File: config.mk
export PLATFORM = sky130hd
export DESIGN_NAME = wspm_ctrl
export DESIGN_NICKNAME = d
export VERILOG_FILES = /design/src/rtl/wspm_pkg.sv /design/src/rtl/wspm_ctrl.sv
export SDC_FILE = /design/constraint.sdc
export NUM_CORES = 1
export LEC_CHECK = 0
export BUFFER_PORTS_ARGS = -buffer_cell sky130_fd_sc_hd__buf_2
export CORE_MARGIN = 5
export CORE_UTILIZATION = 35
export DETAILED_ROUTE_END_ITERATION = 6
export GPL_TIMING_DRIVEN = 0
export MAX_ROUTING_LAYER = met4
export PLACE_DENSITY = 0.68
export SETUP_SLACK_MARGIN = 0.2
export SLEW_MARGIN = 20
export SYNTH_ARGS = -nofsm -noshare
export SYNTH_HDL_FRONTEND = slang
export SYNTH_SLANG_ARGS = --single-unit
File: constraint.sdc
create_clock -name aclk -period 2.8 [get_ports aclk]
set_input_delay 0.28 -clock aclk [delete_from_list [all_inputs] [get_ports aclk]]
set_output_delay 0.28 -clock aclk [all_outputs]
set_load 0.03 [all_outputs]
File: src/rtl/wspm_pkg.sv
/*
  Shared constants and carrier types of the wait and stop power-mode
  controller: register offsets, field layouts, reset values, wake-source
  indices, bus answers and the power-state encoding.
  Assumes a 32-bit AXI4-Lite register bus and one system clock.
*/
package wspm_pkg;

  // ----------------------------------------------------------------
  // Register map
  // ----------------------------------------------------------------
  localparam logic [7:0] OFS_CLK_CTRL = 8'h00;
  localparam logic [7:0] OFS_WAIT_CMD = 8'h04;
  localparam logic [7:0] OFS_WAKE_CFG = 8'h08;
  localparam logic [7:0] OFS_STATUS   = 8'h0C;

  localparam int CLK_CTRL_W = 11;
  localparam int WAKE_CFG_W = 14;
  localparam int WAIT_CMD_BIT = 0;

  // ----------------------------------------------------------------
  // Field layouts
  // ----------------------------------------------------------------
  typedef struct packed {
    logic [1:0] cpu_div_sel;
    logic       cpu_onchip_select;
    logic       cpu_sub_select;
    logic       pll_enable;
    logic       osc_stop_detect_enable;
    logic       main_osc_high_drive;
    logic       cpu_pll_source_select;
    logic       cpu_div8_select;
    logic       wait_periph_clock_gate;
    logic       all_clocks_off;
  } wspm_clk_ctrl_t;

  typedef struct packed {
    logic       tmrb_low_speed;
    logic       tmrb_event;
    logic       tmra_low_speed;
    logic       tmra_event;
    logic       adc_single;
    logic       serial_ext_clk;
    logic [7:0] irq_enable;
  } wspm_wake_cfg_t;

  localparam logic [CLK_CTRL_W-1:0] CLK_CTRL_RST = 11'h014;
  localparam logic [WAKE_CFG_W-1:0] WAKE_CFG_RST = 14'h0000;

  // Bit 7 of the wake configuration word is the global interrupt flag.
  localparam int SRC_NMI    = 0;
  localparam int SRC_KEY    = 1;
  localparam int SRC_INT    = 2;
  localparam int SRC_SERIAL = 3;
  localparam int SRC_ADC    = 4;
  localparam int SRC_TMRA   = 5;
  localparam int SRC_TMRB   = 6;
  localparam int SRC_VDET   = 7;
  localparam int NUM_SRC    = 8;

  localparam logic [1:0] RESP_OKAY   = 2'b00;
  localparam logic [1:0] RESP_SLVERR = 2'b10;

  // ----------------------------------------------------------------
  // Power states
  // ----------------------------------------------------------------
  typedef enum logic [1:0] {
    ST_RUN  = 2'b00,
    ST_WAIT = 2'b01,
    ST_STOP = 2'b10,
    ST_WAKE = 2'b11
  } wspm_state_t;

endpackage

File: src/rtl/wspm_ctrl.sv
/*
  Wait and stop power-mode controller with an AXI4-Lite register slave.
  Assumes synchronous wake requests, a CPU that issues the wait command
  over the bus, and a clock generator that obeys the enable outputs.
*/
module wspm_ctrl #(
  parameter int ADDR_W = 8
) (
  input  wire logic                       aclk,
  input  wire logic                       aresetn,
  input  wire logic                       ce,
  input  wire logic [ADDR_W-1:0]          awaddr,
  input  wire logic                       awvalid,
  output logic                            awready,
  input  wire logic [31:0]                wdata,
  input  wire logic [3:0]                 wstrb,
  input  wire logic                       wvalid,
  output logic                            wready,
  output logic [1:0]                      bresp,
  output logic                            bvalid,
  input  wire logic                       bready,
  input  wire logic [ADDR_W-1:0]          araddr,
  input  wire logic                       arvalid,
  output logic                            arready,
  output logic [31:0]                     rdata,
  output logic [1:0]                      rresp,
  output logic                            rvalid,
  input  wire logic                       rready,
  input  wire logic [7:0]                 irq_req,
  output wspm_pkg::wspm_clk_ctrl_t        clk_cfg,
  output logic                            cpu_clk_en,
  output logic                            periph_clk_en,
  output logic                            low_speed_timer_clock_en,
  output logic                            osc_en,
  output logic                            pin_hold,
  output logic                            wake_irq
);

  // ----------------------------------------------------------------
  // Elaboration check
  // ----------------------------------------------------------------
  if (ADDR_W < 4 || ADDR_W > 32) begin : g_bad_addr
    $error("ADDR_W must lie between 4 and 32.");
  end

  // ----------------------------------------------------------------
  // Helpers
  // ----------------------------------------------------------------
  function automatic logic [31:0] merge_strb(
    input logic [31:0] old_v,
    input logic [31:0] new_v,
    input logic [3:0]  strb
  );
    logic [31:0] res;
    res = old_v;
    for (int b = 0; b < 4; b++) begin
      if (strb[b]) begin
        res[8*b +: 8] = new_v[8*b +: 8];
      end
    end
    return res;
  endfunction

  function automatic logic [7:0] qualify(
    input logic [7:0]               req,
    input wspm_pkg::wspm_wake_cfg_t c,
    input logic                     in_stop,
    input logic                     gate
  );
    logic [7:0] ok;
    logic [7:0] en;
    logic       ext_only;
    ok = 8'h00;
    en = c.irq_enable & {8{c.irq_enable[wspm_pkg::SRC_VDET]}};
    ext_only = in_stop | gate;
    ok[wspm_pkg::SRC_NMI]    = 1'b1;
    ok[wspm_pkg::SRC_KEY]    = 1'b1;
    ok[wspm_pkg::SRC_INT]    = 1'b1;
    ok[wspm_pkg::SRC_SERIAL] = !ext_only || c.serial_ext_clk;
    ok[wspm_pkg::SRC_ADC]    = !ext_only && c.adc_single;
    ok[wspm_pkg::SRC_TMRA]   = !ext_only || c.tmra_event ||
                               (gate && !in_stop && c.tmra_low_speed);
    ok[wspm_pkg::SRC_TMRB]   = !ext_only || c.tmrb_event ||
                               (gate && !in_stop && c.tmrb_low_speed);
    ok[wspm_pkg::SRC_VDET]   = in_stop;
    // The global flag shares the top enable bit; NMI ignores both.
    en[wspm_pkg::SRC_NMI] = 1'b1;
    en[wspm_pkg::SRC_VDET] = c.irq_enable[wspm_pkg::SRC_VDET];
    return req & ok & en;
  endfunction

  // ----------------------------------------------------------------
  // State
  // ----------------------------------------------------------------
  wspm_pkg::wspm_state_t    state, next_state;
  wspm_pkg::wspm_clk_ctrl_t next_clk_cfg;
  wspm_pkg::wspm_wake_cfg_t wake_cfg, next_wake_cfg;
  logic [7:0]               wake_cause, next_wake_cause;
  logic                     aw_held, next_aw_held;
  logic                     w_held, next_w_held;
  logic [ADDR_W-1:0]        aw_addr, next_aw_addr;
  logic [31:0]              w_data, next_w_data;
  logic [3:0]               w_strb, next_w_strb;
  logic                     next_awready, next_wready, next_arready;
  logic                     next_bvalid, next_rvalid, next_wake_irq;
  logic [1:0]               next_bresp, next_rresp;
  logic [31:0]              next_rdata;
  logic                     next_cpu_clk_en, next_periph_clk_en;
  logic                     next_lstc_en, next_osc_en, next_pin_hold;

  // ----------------------------------------------------------------
  // Next-state logic
  // ----------------------------------------------------------------
  always_comb begin
    logic [31:0]              wr_val;
    logic [7:0]               qual, wa, ra;
    logic                     pll_mode, high_speed;
    wspm_pkg::wspm_clk_ctrl_t req_cfg;
    wr_val = 32'h0000_0000;
    req_cfg = clk_cfg;
    next_state = state;
    next_clk_cfg = clk_cfg;
    next_wake_cfg = wake_cfg;
    next_wake_cause = wake_cause;
    next_aw_held = aw_held;
    next_w_held = w_held;
    next_aw_addr = aw_addr;
    next_w_data = w_data;
    next_w_strb = w_strb;
    next_bvalid = bvalid;
    next_bresp = bresp;
    next_rvalid = rvalid;
    next_rresp = rresp;
    next_rdata = rdata;
    next_wake_irq = 1'b0;
    pll_mode = clk_cfg.cpu_pll_source_select;
    high_speed = !clk_cfg.cpu_sub_select && !clk_cfg.cpu_onchip_select &&
                 !clk_cfg.cpu_div8_select && (clk_cfg.cpu_div_sel == 2'b00);
    wa = 8'(aw_addr);
    ra = 8'(araddr);
    qual = qualify(irq_req, wake_cfg, state == wspm_pkg::ST_STOP,
                   clk_cfg.wait_periph_clock_gate);

    // Write address and data are taken in either order.
    if (awvalid && awready) begin
      next_aw_held = 1'b1;
      next_aw_addr = awaddr;
    end
    if (wvalid && wready) begin
      next_w_held = 1'b1;
      next_w_data = wdata;
      next_w_strb = wstrb;
    end
    if (bvalid && bready) begin
      next_bvalid = 1'b0;
    end

    if (aw_held && w_held && !bvalid) begin
      next_aw_held = 1'b0;
      next_w_held = 1'b0;
      next_bvalid = 1'b1;
      next_bresp = wspm_pkg::RESP_OKAY;
      if (wa == wspm_pkg::OFS_CLK_CTRL) begin
        wr_val = merge_strb(32'(clk_cfg), w_data, w_strb);
        req_cfg = wspm_pkg::wspm_clk_ctrl_t'(wr_val[wspm_pkg::CLK_CTRL_W-1:0]);
        next_clk_cfg = req_cfg;
        next_clk_cfg.all_clocks_off = clk_cfg.all_clocks_off;
        if (pll_mode) begin
          // A PLL-driven CPU may only fall back to high-speed mode.
          next_clk_cfg = clk_cfg;
          next_clk_cfg.cpu_pll_source_select = req_cfg.cpu_pll_source_select;
          next_clk_cfg.pll_enable = req_cfg.pll_enable ||
                                    req_cfg.cpu_pll_source_select;
        end else if (req_cfg.cpu_pll_source_select &&
                     !(high_speed && clk_cfg.pll_enable)) begin
          next_clk_cfg.cpu_pll_source_select = 1'b0;
        end
        if (req_cfg.all_clocks_off && !pll_mode &&
            state == wspm_pkg::ST_RUN) begin
          next_state = wspm_pkg::ST_STOP;
          next_clk_cfg.all_clocks_off = 1'b1;
          next_clk_cfg.cpu_div8_select = 1'b1;
          next_clk_cfg.main_osc_high_drive = 1'b1;
        end
      end else if (wa == wspm_pkg::OFS_WAIT_CMD) begin
        wr_val = merge_strb(32'h0000_0000, w_data, w_strb);
        if (wr_val[wspm_pkg::WAIT_CMD_BIT] && !pll_mode &&
            state == wspm_pkg::ST_RUN) begin
          next_state = wspm_pkg::ST_WAIT;
        end
      end else if (wa == wspm_pkg::OFS_WAKE_CFG) begin
        wr_val = merge_strb(32'(wake_cfg), w_data, w_strb);
        next_wake_cfg =
          wspm_pkg::wspm_wake_cfg_t'(wr_val[wspm_pkg::WAKE_CFG_W-1:0]);
      end else if (wa == wspm_pkg::OFS_STATUS) begin
        next_bresp = wspm_pkg::RESP_OKAY;
      end else begin
        next_bresp = wspm_pkg::RESP_SLVERR;
      end
    end

    // Reads answer one cycle after the address is taken.
    if (rvalid && rready) begin
      next_rvalid = 1'b0;
    end
    if (arvalid && arready) begin
      next_rvalid = 1'b1;
      next_rresp = wspm_pkg::RESP_OKAY;
      if (ra == wspm_pkg::OFS_CLK_CTRL) begin
        next_rdata = 32'(clk_cfg);
      end else if (ra == wspm_pkg::OFS_WAIT_CMD) begin
        next_rdata = 32'h0000_0000;
      end else if (ra == wspm_pkg::OFS_WAKE_CFG) begin
        next_rdata = 32'(wake_cfg);
      end else if (ra == wspm_pkg::OFS_STATUS) begin
        next_rdata = {22'h00_0000, wake_cause, state};
      end else begin
        next_rdata = 32'h0000_0000;
        next_rresp = wspm_pkg::RESP_SLVERR;
      end
    end

    // Power-state sequence.
    case (state)
      wspm_pkg::ST_WAIT, wspm_pkg::ST_STOP: begin
        if (|qual) begin
          // The clock setting is kept but for all_clocks_off, so a wait wake resumes
          // exactly; stop already holds the divide-by-8 it forced.
          next_state = wspm_pkg::ST_WAKE;
          next_wake_cause = qual;
          next_clk_cfg.all_clocks_off = 1'b0;
        end
      end
      wspm_pkg::ST_WAKE: begin
        next_state = wspm_pkg::ST_RUN;
        next_wake_irq = 1'b1;
      end
      default: begin
      end
    endcase

    next_awready = !next_aw_held;
    next_wready = !next_w_held;
    next_arready = !next_rvalid;

    next_cpu_clk_en = next_state == wspm_pkg::ST_RUN ||
                      next_state == wspm_pkg::ST_WAKE;
    next_osc_en = next_state != wspm_pkg::ST_STOP;
    next_periph_clk_en = next_cpu_clk_en ||
                         (next_state == wspm_pkg::ST_WAIT &&
                          !next_clk_cfg.wait_periph_clock_gate);
    next_lstc_en = next_state != wspm_pkg::ST_STOP;
    // Pins also hold through wait so both low-power states look alike.
    next_pin_hold = next_state == wspm_pkg::ST_STOP ||
                    next_state == wspm_pkg::ST_WAIT;
  end

  // ----------------------------------------------------------------
  // Registers
  // ----------------------------------------------------------------
  always_ff @(posedge aclk) begin
    if (!aresetn) begin
      state <= wspm_pkg::ST_RUN;
      clk_cfg <= wspm_pkg::wspm_clk_ctrl_t'(wspm_pkg::CLK_CTRL_RST);
      wake_cfg <= wspm_pkg::wspm_wake_cfg_t'(wspm_pkg::WAKE_CFG_RST);
      wake_cause <= 8'h00;
      aw_held <= 1'b0;
      w_held <= 1'b0;
      aw_addr <= '0;
      w_data <= 32'h0000_0000;
      w_strb <= 4'h0;
      awready <= 1'b0;
      wready <= 1'b0;
      arready <= 1'b0;
      bvalid <= 1'b0;
      bresp <= 2'h0;
      rvalid <= 1'b0;
      rresp <= 2'h0;
      rdata <= 32'h0000_0000;
      cpu_clk_en <= 1'b1;
      periph_clk_en <= 1'b1;
      low_speed_timer_clock_en <= 1'b1;
      osc_en <= 1'b1;
      pin_hold <= 1'b0;
      wake_irq <= 1'b0;
    end else if (ce) begin
      state <= next_state;
      clk_cfg <= next_clk_cfg;
      wake_cfg <= next_wake_cfg;
      wake_cause <= next_wake_cause;
      aw_held <= next_aw_held;
      w_held <= next_w_held;
      aw_addr <= next_aw_addr;
      w_data <= next_w_data;
      w_strb <= next_w_strb;
      awready <= next_awready;
      wready <= next_wready;
      arready <= next_arready;
      bvalid <= next_bvalid;
      bresp <= next_bresp;
      rvalid <= next_rvalid;
      rresp <= next_rresp;
      rdata <= next_rdata;
      cpu_clk_en <= next_cpu_clk_en;
      periph_clk_en <= next_periph_clk_en;
      low_speed_timer_clock_en <= next_lstc_en;
      osc_en <= next_osc_en;
      pin_hold <= next_pin_hold;
      wake_irq <= next_wake_irq;
    end
  end

endmodule

# After elaboration in Yosys (flattened, before gate mapping)
# Cells that the tools add are included.
# op_classes
n_addsub	0
n_mul	0
n_div	0
order_cmp	0
n_eq_ne	16
shifts	0
mux	46
bitwise	7
n_reduce_logical	62
# op_table
op	count
$mux W14	3
$eq A8 B4 Y1 const B	4
$mux W2	16
$mux W8	3
$logic_and A1 B1 Y1	21
$mux W1	20
$and A8 B8 Y8	2
$eq A8 B3 Y1 const B	2
$logic_not A8 Y1	2
$reduce_and A5 Y1	3
$logic_not A1 Y1	12
$reduce_and A6 Y1	2
$mux W10	1
$reduce_and A2 Y1	5
$logic_or A1 B1 Y1	9
$eq A2 B2 Y1 const B	4
$reduce_or A8 Y1	1
$and A7 B7 Y7	1
$logic_not A2 Y1	3
$mux W3	2
$reduce_and A3 Y1	2
$eq A2 B1 Y1 const B	2
$ne A4 B3 Y1 const B	1
$pmux W2 S2	1
other kinds (7)	9
# word_totals
reg_bits	107
latch_bits	0
ram_bits	0
rom_bits	0
inputBits	68
out_inout_bits	58
word_cells	168
memories	0

# Longest topological paths before layout
# logic_depth
ltp_word	15
depth_mapped	12
depth_no_buf	11

# Worst setup path before layout
# Ideal clock, no wire load.
# synth_timing
path_type	register to register
startpoint	reg state[0]
endpoint	reg cpu_clk_en
setup_ns	0.129
t_arrival_ns	2.061
t_required_ns	2.671
slack_ns	0.609
path_stages_with_launch	12
path_buffers	0
period_less_slack_ns	2.191
path_cell_list	dfxtp_1 -> inv_1 -> ha_1 -> nor2b_1 -> nor3_1 -> o21ai_1 -> a21oi_1 -> o22ai_1 -> ha_1 -> nand2b_1 -> o21ai_1 -> nand2_1
# synth_between
elab_chain_len	12
elab_cells_between_ends	32
classes_between	eq/ne (4); mux (7); bitwise (3); reduce/logical (18)
# synth_rtl
item	line	text
from (decl)	wspm_ctrl.sv:95	wspm_pkg::wspm_state_t state, next_state;
from (signal assigned)	wspm_ctrl.sv:263	state <= wspm_pkg::ST_RUN;
from (signal assigned)	wspm_ctrl.sv:287	state <= next_state;
$eq A2 B2 Y1	wspm_ctrl.sv:141, wspm_ctrl.sv:224	
$or A1 B1 Y1 / $logic_not A1 Y1 (equally long branches)	wspm_ctrl.sv:75, wspm_ctrl.sv:82, wspm_ctrl.sv:84	
$logic_not A1 Y1 / $logic_and A1 B1 Y1 (equally long branches)	n/a	
$logic_or A1 B1 Y1 (tied with other cells)	wspm_ctrl.sv:81	ok[wspm_pkg::SRC_TMRA] = !ext_only || c.tmra_event ||
$logic_or A1 B1 Y1 (on tied branches)	wspm_ctrl.sv:81, wspm_ctrl.sv:83	
$and A8 B8 Y8 (2 in a row)	wspm_ctrl.sv:89	return req & ok & en;
$reduce_or A8 Y1	wspm_ctrl.sv:226	if (|qual) begin
$mux W2	wspm_ctrl.sv:226	
$pmux W2 S2 *	wspm_ctrl.sv:224	case (state)
$eq A2 B2 Y1 / $logic_not A2 Y1 (equally long branches)	wspm_ctrl.sv:247, wspm_ctrl.sv:246	
$logic_or A1 B1 Y1 *	wspm_ctrl.sv:246	next_cpu_clk_en = next_state == wspm_pkg::ST_RUN ||
via next_cpu_clk_en	wspm_ctrl.sv:108	logic next_cpu_clk_en, next_periph_clk_en;
to (signal assigned)	wspm_ctrl.sv:304	cpu_clk_en <= next_cpu_clk_en;
to (decl)	wspm_ctrl.sv:31	output logic cpu_clk_en,
# Mark *: on every way through the listed nets, which the timed path passes. The rest lies on a longest branch.
# A chain may end at the register's enable or synchronous reset.

# Worst setup path after layout
# layout_timing
startpoint	reg state[1]
endpoint	reg cpu_clk_en
# layout_between
elab_chain_len	12
elab_cells_between_ends	32
classes_between	eq/ne (4); mux (7); bitwise (3); reduce/logical (18)
# layout_rtl
item	line
$eq A2 B2 Y1	wspm_ctrl.sv:141, wspm_ctrl.sv:224
$or A1 B1 Y1 / $logic_not A1 Y1 (equally long branches)	wspm_ctrl.sv:75, wspm_ctrl.sv:82, wspm_ctrl.sv:84
$logic_not A1 Y1 / $logic_and A1 B1 Y1 (equally long branches)	n/a
$logic_or A1 B1 Y1 (tied with other cells)	wspm_ctrl.sv:81
$logic_or A1 B1 Y1 (on tied branches)	wspm_ctrl.sv:81, wspm_ctrl.sv:83
$and A8 B8 Y8 (2 in a row)	wspm_ctrl.sv:89
$reduce_or A8 Y1	wspm_ctrl.sv:226
$mux W2	wspm_ctrl.sv:226
$pmux W2 S2 *	wspm_ctrl.sv:224
via next_state[0]	wspm_ctrl.sv:95
$eq A2 B2 Y1 / $logic_not A2 Y1 (equally long branches)	wspm_ctrl.sv:247, wspm_ctrl.sv:246
$logic_or A1 B1 Y1 *	wspm_ctrl.sv:246
via next_cpu_clk_en	wspm_ctrl.sv:108
# Marks and branches as above.

==> impl_metrics.env <==
export IMPL_drc_errors=0
export IMPL_gp_congestion=0.946
export IMPL_insertion_delay_ns=0.34
export IMPL_design_area_mm2=0.00525
export IMPL_h_tree_depth=3
export IMPL_drt_iter0_drc=241
export IMPL_core_mm2=0.0119
export IMPL_fin_tns_setup_ns=0
export IMPL_ys_types=48
export IMPL_seq_area_frac_synth_pct=41.7
export IMPL_cts_tree="done"
export IMPL_worstSetupStartpointType="flip-flop"
export IMPL_ys_top_cells_by_area="dfxtp_1 (42%), mux2i_1 (9.3%), nand2_1 (8.4%)"
export IMPL_path_cells="ha_2 -> nor2_1 -> o2111a_1 -> nor3_4 -> a21o_1 -> a21oi_1 -> ha_1 -> nand2b_1 -> o21ai_1 -> nand2_1"
export IMPL_max_cap_violations=0
export IMPL_ant_nets=0
export IMPL_antenna_found_initial=0
export IMPL_layout_min_cycle_time_ns=2.50
export IMPL_clock_skew_ns=0.00579
export IMPL_grt_usage_pct=16.5
export IMPL_hold_buffers=0
export IMPL_ir_drop_v=0.000383
export IMPL_avgSynthCellArea_um2=8.66
export IMPL_die_h_um=119
export IMPL_slowest_stage="dfxtp_1"
export IMPL_die_area_mm2=0.0142
export IMPL_wl_per_cell_um=15.7
export IMPL_grt_pass1_vias=3683
export IMPL_avgViaCountPerCell=5.05
export IMPL_use_met1_pct=20.9
export IMPL_dp_hpwl_um=9090
export IMPL_arrival_ns=2.70
export IMPL_grt_overflow=0
export IMPL_nFillCells=1163
export IMPL_period_share_pct=89.2
export IMPL_end_kind="flip-flop"
export IMPL_worstMarginPinSlew_ns=0.680
export IMPL_power_leakage_nw=2.33
export IMPL_slew_viol_final=0
export IMPL_intPower_w=0.00229
export IMPL_clock_sinks=87
export IMPL_drtPass1Iterations=5
export IMPL_synth_edf_count=0
export IMPL_fmax_mhz=400
export IMPL_finalHoldViolations=0
export IMPL_start_util_pct=35.3
export IMPL_post_cts_buffers=0
export IMPL_wl_um=11700
export IMPL_final_layout_size_suffix_gt1_share_pct=22.9
export IMPL_fin_nets=669
export IMPL_finalSetupViolations=0
export IMPL_grt_util_met2_pct=27.0
export IMPL_grt_busiest_layer="met2"
export IMPL_hold_ws_ns=0.176
export IMPL_synth_top_area_share_pct=41.7
export IMPL_power_switching_w=0.000627
export IMPL_critical_path_max_stage_delay_ns=0.46
export IMPL_grt_pass1_wl_um=18500
export IMPL_outcome="finished clean"
export IMPL_ys_ff_latch=87
export IMPL_yosys_area_top_type="dfxtp_1"
export IMPL_place_area_mm2=0.00485
export IMPL_synthCells=483
export IMPL_yosys_most_used_dff="dfxtp_1"
export IMPL_grt_max_degree=14
export IMPL_critical_path_class="flip-flop to flip-flop"
export IMPL_cts_buffers=9
export IMPL_cp_required_ns=3.00
export IMPL_max_slew_margin_rel_pct=54.7
export IMPL_io_pins=126
export IMPL_yosysWarnings=0
export IMPL_use_met3_pct=2.33
export IMPL_area_delta_synth_final_pct=25.5
export IMPL_vias=3767
export IMPL_cp_max_fo=6
export IMPL_port_buffers=83
export IMPL_p_per_area_mw_per_mm2=557
export IMPL_dieWidth_um=119
export IMPL_hold_class="primary input to flip-flop"
export IMPL_n_antenna_cell=0
export IMPL_rows=40
export IMPL_rsz0062_at_grt="no"
export IMPL_switching_share_pct=21.5
export IMPL_path_clk_slew_ns=0.06
export IMPL_clkPwrFrac_pct=48.7
export IMPL_p_seq_share_pct=43.4
export IMPL_synthTopCellsByCount="nand2_1 (94), dfxtp_1 (87), mux2i_1 (39)"
export IMPL_cts_buffer_depth=2
export IMPL_synth_async_reset_ratio_pct=0
export IMPL_root_buffer="clkbuf_16"
export IMPL_synth_most_common_cell="nand2_1"
export IMPL_syn_area_mm2=0.00418
export IMPL_comb_power_share_pct=7.8
[cell type report]
cell class | instances | area [um2] | area share (%)
repair buffers | 83 | 415 | 7.92
flip-flops and latches | 87 | 1740 | 33.2
plain buffers | 48 | 263 | 5.01
inverters | 9 | 33.8 | 0.644
clock buffers | 10 | 229 | 4.36
multi-input cells | 358 | 2260 | 43.1
clock inverters | 4 | 120 | 2.29
well taps | 147 | 184 | 3.51
[critical path: cells and delay by family (launching register included)]
family                   cells  cell delay [ns]
AO/OA/AOI/OAI                4             0.66
adder cells (fa/ha/maj)      2             0.61
flip-flops                   1             0.46
AND/OR/NAND/NOR              4             0.61
[worst paths after layout]
| path | startpoint | cells past startpoint | slack [ns] | to |
|---|---|---|---|---|
| max reg2reg | state[1] | 10 | 0.30 | cpu_clk_en |
| max | state[1] | 10 | 0.30 | cpu_clk_en |
| min | awaddr[4] | 3 | 0.18 | aw_addr[4] |
| min reg2reg | periph_clk_en | 2 | 0.46 | periph_clk_en |
[power by group through the flow]
stage	clock network, W	registers (W)	logic, W
after global routing	0.00148	0.00127	0.000249
after detailed placement	0	0.00130	0.000226
final	0.00142	0.00127	0.000229
after global placement	0	0.00130	0.000223
after CTS	0.00142	0.00127	0.000227
after floorplan	0	0.00130	0.000144
[stage by stage]
stage | utilization [%] | setup slack (ns) | power (W) | cells
6_report | 44.2 | 0.303 | 0.00292 | 746
5_1_grt | 44.2 | 0.201 | 0.00300 | 746
4_1_cts | 43.9 | 0.218 | 0.00292 | 746
3_5_place_dp | 40.9 | 0.137 | 0.00152 | 732
3_3_place_gp | 40.9 | 0.167 | 0.00152 | 732
2_1_floorplan | - | 0.609 | 0.00145 | 502
[what timing repair did]
action	4_1_cts	5_1_grt
endpoints found under the setup margin	1	3
pin swaps	0	1
resized for setup	2	9
[routing by layer]
layer	wire length (um)	vias up
li1	-	1845
met3	656	24
met4	253	0
met1	5270	1748
met2	5500	150
met5	0	-
[registers in the layout, summed over array words and instances, names as in the netlist, 2 cells and up]
name        count
wake_cfg       14
clk_cfg        11
wake_cause      8
aw_addr         8
w_data         14
rdata          14
state           2
w_strb          2
[cells in the final DEF, fill, tap and decap left out, types with 3 or more instances in the layout]
cell type,instances
mux2i_1,39
inv_1,9
o2bb2ai_1,10
nor2b_1,31
clkbuf_1,23
nand2_1,94
clkbuf_16,9
conb_1,20
ha_1,4
nand3_1,23
bufinv_16,4
nor3_2,4
o21ai_1,7
nand2b_1,3
dfxtp_1,87
buf_2,85
nand3b_1,3
a21boi_1,28
nand4_1,9
a22oi_1,6
a21oi_1,14
o211a_1,3
nor2_1,19
buf_4,21
and3_1,4
[cell families after synthesis]
family	Yosys count	share of synthesized area, %
AOI/OAI and AO/OA	85	14.6
adders and majority gates	5	1.50
buffers and inverters	57	7.06
muxes	40	9.60
DFF	87	41.7
and+or+nand+nor	208	25.5
other	1	0.0897
No activity file was read; power rests on OpenSTA's default activity.
